File: src/asol_defs.svh
// Offsets, field positions, reset values and supply limits of the alarm/offset block.
// Assumes inclusion by bare name from the core module.
`ifndef ASOL_DEFS_SVH
`define ASOL_DEFS_SVH
// ----------------------------------------------------------------------
// Word indices on the register port (byte address = 2 * index)
// ----------------------------------------------------------------------
`define ASOL_W_OFF0 5'h00
`define ASOL_W_THR0 5'h05
`define ASOL_W_CNT0 5'h07
`define ASOL_W_CFG 5'h09
`define ASOL_W_CMD 5'h0A
`define ASOL_W_STAT 5'h0B
// ----------------------------------------------------------------------
// Field positions
// ----------------------------------------------------------------------
`define ASOL_CMD_CLR 4
`define ASOL_CMD_FAC 1
`define ASOL_CMD_NULL 0
`define ASOL_THR_POL 15
`define ASOL_CFG_SRC 8
`define ASOL_CFG_ROC 5
`define ASOL_CFG_FILT 3
`define ASOL_CFG_IEN 2
`define ASOL_CFG_IPOL 1
`define ASOL_CFG_ISEL 0
`define ASOL_ST_ALM 8
`define ASOL_ST_TEST 5
`define ASOL_ST_SPI 3
`define ASOL_ST_FLASH 2
`define ASOL_ST_HI 1
`define ASOL_ST_LO 0
// ----------------------------------------------------------------------
// Reset values, masks and supply limits
// ----------------------------------------------------------------------
`define ASOL_CNT_RST 8'h01
`define ASOL_CFG_MASK 16'hFF7F
`define ASOL_THR_MASK 16'hBFFF
`define ASOL_SUP_HI_MV 3625
`define ASOL_SUP_LO_MV 2975
`define ASOL_SUP_UV_LSB 1000
`endif

File: src/asol_pkg.sv
// Types shared by the alarm/offset block.
// Assumes asol_defs.svh is on the include path.
package asol_pkg;
  typedef logic [13:0] asol_word_t;
  typedef struct packed {
    logic [4:0][13:0] off;
    logic [1:0][15:0] thr;
    logic [1:0][7:0]  cnt;
    logic [15:0]      cfg;
    logic [9:0]       stat;
    logic [1:0][14:0] prev;
    logic [1:0]       have;
    logic [1:0][23:0] acc;
    logic [1:0][7:0]  seen;
    logic [15:0]      rd;
    logic [4:0][13:0] corr;
    logic             l1o;
    logic             l1e;
    logic             l2o;
    logic             l2e;
  } asol_state_s;
endpackage : asol_pkg

File: src/asol_core.sv
// Offset registers, dual alarm comparator, status flags and alarm indicator lines.
// Assumes a word register port, synchronous sample data and one 25 MHz clock.
`timescale 1ns/1ns
`include "asol_defs.svh"

// Summary of operation
// - Acceleration offsets: 14-bit signed, top two bits read zero, reset zero.
// - Incline and rotation offsets: 14-bit signed, top two bits read zero.
// - Two alarm channels evaluate independently with their own settings.
// - Rate mode averages sample differences over the count, compares to threshold.
// - Threshold bit 15 picks greater-than when one, less-than when zero.
// - Threshold field uses the number format of the chosen source.
// - Sample count bits 7:0; codes zero and one mean one; resets to one.
// - Config nibbles select alarm sources; zero disables, codes one to eight.
// - Config bits 6 and 5 enable rate mode, else static comparison.
// - Config bits 4 and 3 pick filtered data; incline and rotation always filtered.
// - Config bit 2 drives the alarm indicator on a general line.
// - Config bit 1 makes the indicator active high, else active low.
// - Config bit 0 selects line two when one, line one when zero.
// - Status bits 9 and 8 show alarm two and alarm one active.
// - Command bit 4 write clears status bits 9 to 2; supply bits 1 and 0 follow the supply.
// - Status bits 5, 3, 2 flag self-test, link and flash failures.
// - Status bit 1 for supply above 3.625 V, bit 0 below 2.975 V.
// - Low-supply flag clears itself once supply rises above the limit.
// - Command bit 1 zeroes offsets; bit 0 loads negated current outputs.
module asol_core (
  input  wire logic             clk,
  input  wire logic             rst,
  input  wire logic             regWr,
  input  wire logic [5:0]       regAddr,
  input  wire logic [15:0]      regWdata,
  output logic      [15:0]      regRdata,
  input  wire logic             sampleValid,
  input  wire logic [7:0][13:0] unfData,
  input  wire logic [7:0][13:0] filtData,
  input  wire logic             selfTestFail,
  input  wire logic             spiFail,
  input  wire logic             flashFail,
  output logic      [4:0][13:0] corrOut,
  output logic                  lineOneOut,
  output logic                  lineOneOe,
  output logic                  lineTwoOut,
  output logic                  lineTwoOe
);

  // ----------------------------------------------------------------------
  // Decoding helpers
  // ----------------------------------------------------------------------
  localparam logic [13:0] SupHi = 14'(`ASOL_SUP_HI_MV * 1000 / `ASOL_SUP_UV_LSB);
  localparam logic [13:0] SupLo = 14'(`ASOL_SUP_LO_MV * 1000 / `ASOL_SUP_UV_LSB);

  // Data input slot of the output that offset register i corrects.
  function automatic logic [2:0] offSlot(input int i);
    case (i)
      0:       offSlot = 3'h1;
      1:       offSlot = 3'h2;
      2:       offSlot = 3'h5;
      3:       offSlot = 3'h6;
      default: offSlot = 3'h7;
    endcase
  endfunction : offSlot

  // Offset register for a source code; 7 means the source has none.
  function automatic logic [2:0] offOfSrc(input logic [3:0] src);
    case (src)
      4'h2:    offOfSrc = 3'h0;
      4'h3:    offOfSrc = 3'h1;
      4'h6:    offOfSrc = 3'h2;
      4'h7:    offOfSrc = 3'h3;
      4'h8:    offOfSrc = 3'h4;
      default: offOfSrc = 3'h7;
    endcase
  endfunction : offOfSrc

  // Supply, auxiliary converter and temperature are unsigned codes.
  function automatic logic [14:0] extend(input logic [3:0] src, input logic [13:0] v);
    if (src == 4'h1 || src == 4'h4 || src == 4'h5) begin
      extend = {1'b0, v};
    end else begin
      extend = {v[13], v};
    end
  endfunction : extend

  // ----------------------------------------------------------------------
  // State
  // ----------------------------------------------------------------------
  asol_pkg::asol_state_s q;
  asol_pkg::asol_state_s d;
  logic                  cmdWr;
  logic [1:0]            chValid;
  logic [1:0]            chHit;
  logic [1:0][14:0]      curV;
  logic [1:0][14:0]      thrV;

  always_comb begin
    logic [3:0]        src;
    logic [2:0]        oi;
    logic [13:0]       raw;
    logic [7:0]        nEff;
    logic signed [23:0] accN;
    logic signed [23:0] lim;
    logic signed [15:0] diff;
    src = 4'h0;
    oi = 3'h0;
    raw = 14'h0000;
    nEff = 8'h01;
    accN = 24'sh000000;
    lim = 24'sh000000;
    diff = 16'sh0000;
    d = q;
    d.rd = 16'h0000;
    chValid = 2'b00;
    chHit = 2'b00;
    curV = '0;
    thrV = '0;
    cmdWr = regWr && regAddr[5:1] == `ASOL_W_CMD;
    for (int i = 0; i < 5; i++) begin
      if (regWr && regAddr[5:1] == 5'(`ASOL_W_OFF0 + i)) begin
        d.off[i] = regWdata[13:0];
      end
      if (regAddr[5:1] == 5'(`ASOL_W_OFF0 + i)) begin
        d.rd = {2'b00, q.off[i]};
      end
      d.corr[i] = filtData[offSlot(i)] + q.off[i];
    end
    if (cmdWr && regWdata[`ASOL_CMD_NULL]) begin
      for (int i = 0; i < 5; i++) begin
        d.off[i] = 14'(-filtData[offSlot(i)]);
      end
    end
    if (cmdWr && regWdata[`ASOL_CMD_FAC]) begin
      d.off = '0;
    end
    if (regWr && regAddr[5:1] == `ASOL_W_CFG) begin
      d.cfg = regWdata & `ASOL_CFG_MASK;
    end
    if (regAddr[5:1] == `ASOL_W_CFG) begin
      d.rd = q.cfg;
    end
    if (regAddr[5:1] == `ASOL_W_STAT) begin
      d.rd = {6'h00, q.stat};
    end
    if (cmdWr && regWdata[`ASOL_CMD_CLR]) begin
      d.stat = '0;
    end
    // Each channel runs the same logic on its own fields.
    for (int ch = 0; ch < 2; ch++) begin
      if (regWr && regAddr[5:1] == 5'(`ASOL_W_THR0 + ch)) begin
        d.thr[ch] = regWdata & `ASOL_THR_MASK;
      end
      if (regWr && regAddr[5:1] == 5'(`ASOL_W_CNT0 + ch)) begin
        d.cnt[ch] = regWdata[7:0];
      end
      if (regAddr[5:1] == 5'(`ASOL_W_THR0 + ch)) begin
        d.rd = q.thr[ch];
      end
      if (regAddr[5:1] == 5'(`ASOL_W_CNT0 + ch)) begin
        d.rd = {8'h00, q.cnt[ch]};
      end
      src = q.cfg[`ASOL_CFG_SRC + 4 * ch +: 4];
      chValid[ch] = src >= 4'h1 && src <= 4'h8;
      oi = offOfSrc(src);
      if (q.cfg[`ASOL_CFG_FILT + ch] || src >= 4'h6) begin
        raw = filtData[3'(src - 4'h1)];
      end else begin
        raw = unfData[3'(src - 4'h1)];
      end
      if (oi != 3'h7) begin
        raw = raw + q.off[oi];
      end
      curV[ch] = extend(src, raw);
      thrV[ch] = extend(src, q.thr[ch][13:0]);
      nEff = (q.cnt[ch] < 8'h02) ? 8'h01 : q.cnt[ch];
      if (sampleValid && chValid[ch]) begin
        if (!q.cfg[`ASOL_CFG_ROC + ch]) begin
          if (q.thr[ch][`ASOL_THR_POL]) begin
            chHit[ch] = $signed(curV[ch]) > $signed(thrV[ch]);
          end else begin
            chHit[ch] = $signed(curV[ch]) < $signed(thrV[ch]);
          end
        end else if (q.have[ch]) begin
          diff = $signed({curV[ch][14], curV[ch]}) - $signed({q.prev[ch][14], q.prev[ch]});
          accN = $signed(q.acc[ch]) + 24'(diff);
          d.acc[ch] = accN;
          d.seen[ch] = q.seen[ch] + 8'h01;
          if (q.seen[ch] + 8'h01 >= nEff) begin
            // Comparing sum with threshold times count avoids a divider.
            lim = 24'(signed'(thrV[ch])) * 24'(signed'({1'b0, nEff}));
            if (q.thr[ch][`ASOL_THR_POL]) begin
              chHit[ch] = accN > lim;
            end else begin
              chHit[ch] = accN < lim;
            end
            d.acc[ch] = '0;
            d.seen[ch] = 8'h00;
          end
        end
        d.prev[ch] = curV[ch];
        d.have[ch] = 1'b1;
      end
      if (chHit[ch]) begin
        d.stat[`ASOL_ST_ALM + ch] = 1'b1;
      end
    end
    if (selfTestFail) begin
      d.stat[`ASOL_ST_TEST] = 1'b1;
    end
    if (spiFail) begin
      d.stat[`ASOL_ST_SPI] = 1'b1;
    end
    if (flashFail) begin
      d.stat[`ASOL_ST_FLASH] = 1'b1;
    end
    d.stat[`ASOL_ST_HI] = filtData[0] > SupHi;
    d.stat[`ASOL_ST_LO] = filtData[0] < SupLo;
    // Indicator follows the sticky alarm bits; undriven when disabled.
    d.l1e = q.cfg[`ASOL_CFG_IEN] && !q.cfg[`ASOL_CFG_ISEL];
    d.l2e = q.cfg[`ASOL_CFG_IEN] && q.cfg[`ASOL_CFG_ISEL];
    d.l1o = (|q.stat[9:8]) ~^ q.cfg[`ASOL_CFG_IPOL];
    d.l2o = d.l1o;
  end

  always_ff @(posedge clk) begin
    if (rst) begin
      q <= '0;
      q.cnt <= {`ASOL_CNT_RST, `ASOL_CNT_RST};
    end else begin
      q <= d;
    end
  end

  assign regRdata = q.rd;
  assign corrOut = q.corr;
  assign lineOneOut = q.l1o;
  assign lineOneOe = q.l1e;
  assign lineTwoOut = q.l2o;
  assign lineTwoOe = q.l2e;
endmodule : asol_core

File: config.mk
export PLATFORM = sky130hd
export DESIGN_NAME = asol_core
export DESIGN_NICKNAME = d
export VERILOG_FILES = /design/src/asol_pkg.sv /design/src/asol_core.sv
export VERILOG_INCLUDE_DIRS = /design/src
export SDC_FILE = /design/constraint.sdc
export NUM_CORES = 2
export LEC_CHECK = 0
export ABC_AREA = 1
export ABC_CLOCK_PERIOD_IN_PS = 15600
export BUFFER_PORTS_ARGS = -buffer_cell sky130_fd_sc_hd__buf_4
export CAP_MARGIN = 20
export CORE_UTILIZATION = 29
export CTS_CLUSTER_SIZE = 24
export DETAILED_ROUTE_END_ITERATION = 7
export HOLD_SLACK_MARGIN = 0.1
export PLACE_DENSITY = 0.55
export SLEW_MARGIN = 20
export SYNTH_ARGS = -nofsm -noshare
export SYNTH_HDL_FRONTEND = slang
export SYNTH_SLANG_ARGS = --single-unit
File: constraint.sdc
create_clock -name clk -period 15.6 [get_ports clk]
set_input_delay 1.56 -clock clk [delete_from_list [all_inputs] [get_ports clk]]
set_output_delay 1.56 -clock clk [all_outputs]
set_load 0.01 [all_outputs]
==> metrics <==
hold crit path type reg -> reg; CTS tree done; Clock Tree Root clkbuf_16; CP endpoint kind flip-flop; post-synthesis register bit count 323; Fmax 96.1 MHz; Peak VDD IR 0.0000795 V; CP max stage delay between 600 and 700 ps; die span in y 361 µm; async set-reset flop share out of synthesis 0%; Post-Syn Nets around 6,300; Detail Placement HPWL 122,000 µm; RR Startpoint q[208]$_SDFFE_PP0P_; Longest Clk Path Bufs 3; Overall Power 2.99 mW; total of cells resized after clock tree synthesis 0; worst slew pin tran 1120 ps; htree depth 2; post-CTS setup buffer count 0; Area Overhead vs Synth 13.1%; GRT overflow 0; Final Hold Viols 0; LEAKAGE between 15 and 20 nW; CTS buffer count 46; Critical Path RT between 15,000 and 20,000 ps; Top FF cell, synth dfxtp_1; antenna violations before repair 16; CP max FO 48; final std cell area, no fill 42,300 µm²; RePlAce Congestion 0.996; Power Density 70.6 nW/µm²; Post-Syn Area 37,400 µm²; setup TNS 0 ps; WP data arrival 10,880 ps; startpoint types flip-flop; largest net degree at the start of global routing 91; Iteration-0 DRC Markers 3,258; Rows 131; sequential share of the synthesized area roughly 17%; DR DRC count 0; Port Buffers 341; Worst Setup Path Type reg -> reg; final setup violation count 0; core area 128,000 µm²; share of post-route cells with drive strength above 1 a little under a tenth; Worst Setup Slack, final about 5200 ps; GR Util All Layers 22.9%; drt first pass iters 7; worst slack, placed 5200 ps; status completed; Vias approximately 38,000; crit path from q[208]$_SDFFE_PP0P_; Avg WL per Cell approximately 21 µm; Syn Inst Count about 5,500; IO Count 343; Worst slew margin 24.4%; Max Cap Violations 0; Sink Count 323; drt total wl 152,000 µm; Clock Latency Late Sink 660 ps; Initial Util 29.3%; crit path max-delay cell type o311ai_0; EDFF count, synth 0; clock-pin slew on the worst setup and hold paths 60 ps; number of library cell types mapped by synthesis 55; RSZ-0062 raised after global routing false; width of the die 361 µm; Post-Route Skew 90.3 ps; vias per cell 5.15; Avg Cell Area, Syn 6.79 µm²; hold_buf cts 0; ANT nets after route 0; synth warn 0; Final Cycle Share 66.7%; number of global-route vias before repair roughly 35,000; fin crit period 10,410 ps; hold_sp q[140]$_SDFFE_PP0P_; die area 130,000 µm²; first-pass GRT wire length ~230,000 µm; layout net count 6,435; Final Slew Violations 0; post-placement cell area 40,700 µm²; cell mode on critical path nand2_1
## power by group
part,total (mW),internal (mW),switching (mW)
Combinational,1.04,0.380,0.657
Clock,1.08,0.626,0.455
Sequential,0.867,0.847,0.0205
Total,2.99,1.85,1.13
## critical path, delay by kind of cell, from the launching register on
| family | cells | cell delay [ps] |
|---|---|---|
| compound gates | 11 | 2050 |
| xor+xnor | 3 | 420 |
| fa+ha+maj | 6 | 2190 |
| buf+inv | 12 | 1960 |
| flops | 1 | 630 |
| simple gates | 26 | 2920 |
## sequential cells by signal, summed over array words and instances (netlist names)
| name | count |
|---|---|
| q | 234 |
| lineTwoOe | 1 |
| lineOneOe | 1 |
| lineTwoOut | 1 |
| corrOut | 70 |
| regRdata | 16 |
## layer usage
| layer | GRT usage (%) | share of wire, % | vias up |
|---|---|---|---|
| li1 | - | - | 18100 |
| met1 | 30.8 | 44 | 17700 |
| met2 | 35.3 | 43 | 1550 |
| met3 | 5.41 | 9.1 | 259 |
| met4 | 8.79 | 4.2 | 26 |
| met5 | 0 | 0.11 | - |
## area by class of cell
cell class | count | area, µm²
multi-input combinational | 3817 | 25400
inverter | 1029 | 3870
timing repair buffer | 382 | 2880
clock inverter | 18 | 224
clock buffer | 61 | 1310
antenna | 6 | 15.0
sequential | 323 | 6470
tap | 1662 | 2080
fill | 13900 | 85400
## metrics by stage
step / utilization (%) / hold WS, ps / instances
3_5_place_dp: 31.9 / 457 / 7212
5_1_grt: 33.1 / 484 / 7292
3_3_place_gp: 31.9 / 453 / 7212
6_report: 33.1 / 461 / 7298
4_1_cts: 33.1 / 466 / 7291
2_1_floorplan: - / 401 / 5509
## cell families (layout without fill, tap and decap cells)
group / Yosys count / in the layout / synth area share (%)
and+or+nand+nor: 1628 / 1628 / 18.3
AOI/OAI and AO/OA: 1467 / 1467 / 22.0
buffers and inverters: 1369 / 1490 / 14.7
adders and majority gates: 583 / 583 / 24.4
DFF: 323 / 323 / 17.3
xor gates and xnor gates: 139 / 139 / 3.26
other: 0 / 6 / 0
## layout by cell type, fill, tap and decap left out, drive strengths merged, types with 61 or more instances in the layout
| cell | instances |
|---|---|
| xnor2 | 70 |
| fa | 245 |
| nand2 | 1003 |
| a31oi | 67 |
| xor2 | 69 |
| o21ai | 462 |
| dfxtp | 323 |
| inv | 1029 |
| clkbuf | 61 |
| a211oi | 94 |
| nor2 | 318 |
| ha | 338 |
| nand3 | 208 |
| buf | 382 |
| a21oi | 622 |
## cell usage after synthesis (28+ instances only)
library cell / instances / area, µm²
buf_4: 87 / 653
nand2_1: 987 / 3700
clkbuf_1: 215 / 807
dfxtp_1: 323 / 6470
o31ai_1: 29 / 218
o22ai_1: 58 / 363
xnor2_1: 70 / 613
o21ai_0: 458 / 2290
nor2_1: 311 / 1170
fa_1: 245 / 4900
ha_1: 338 / 4230
nand3_1: 194 / 971
nand4_1: 28 / 175
a211oi_1: 94 / 706
inv_1: 1019 / 3820
a21oi_1: 620 / 3100
a31oi_1: 67 / 419
xor2_1: 69 / 604
nor3_1: 41 / 205
## path summary, 6_finish.rpt
| check | slack [ps] | to | cells past startpoint |
|---|---|---|---|
| worst max-delay path | 5190 | q[195]$_SDFFE_PP0P_ | 58 |
| worst min-delay path | 460 | q[140]$_SDFFE_PP0P_ | 2 |
| worst max register to register | 5190 | q[195]$_SDFFE_PP0P_ | 58 |
| worst min register to register | 460 | q[140]$_SDFFE_PP0P_ | 2 |
Note: power is estimated with default switching activity, not from simulation.
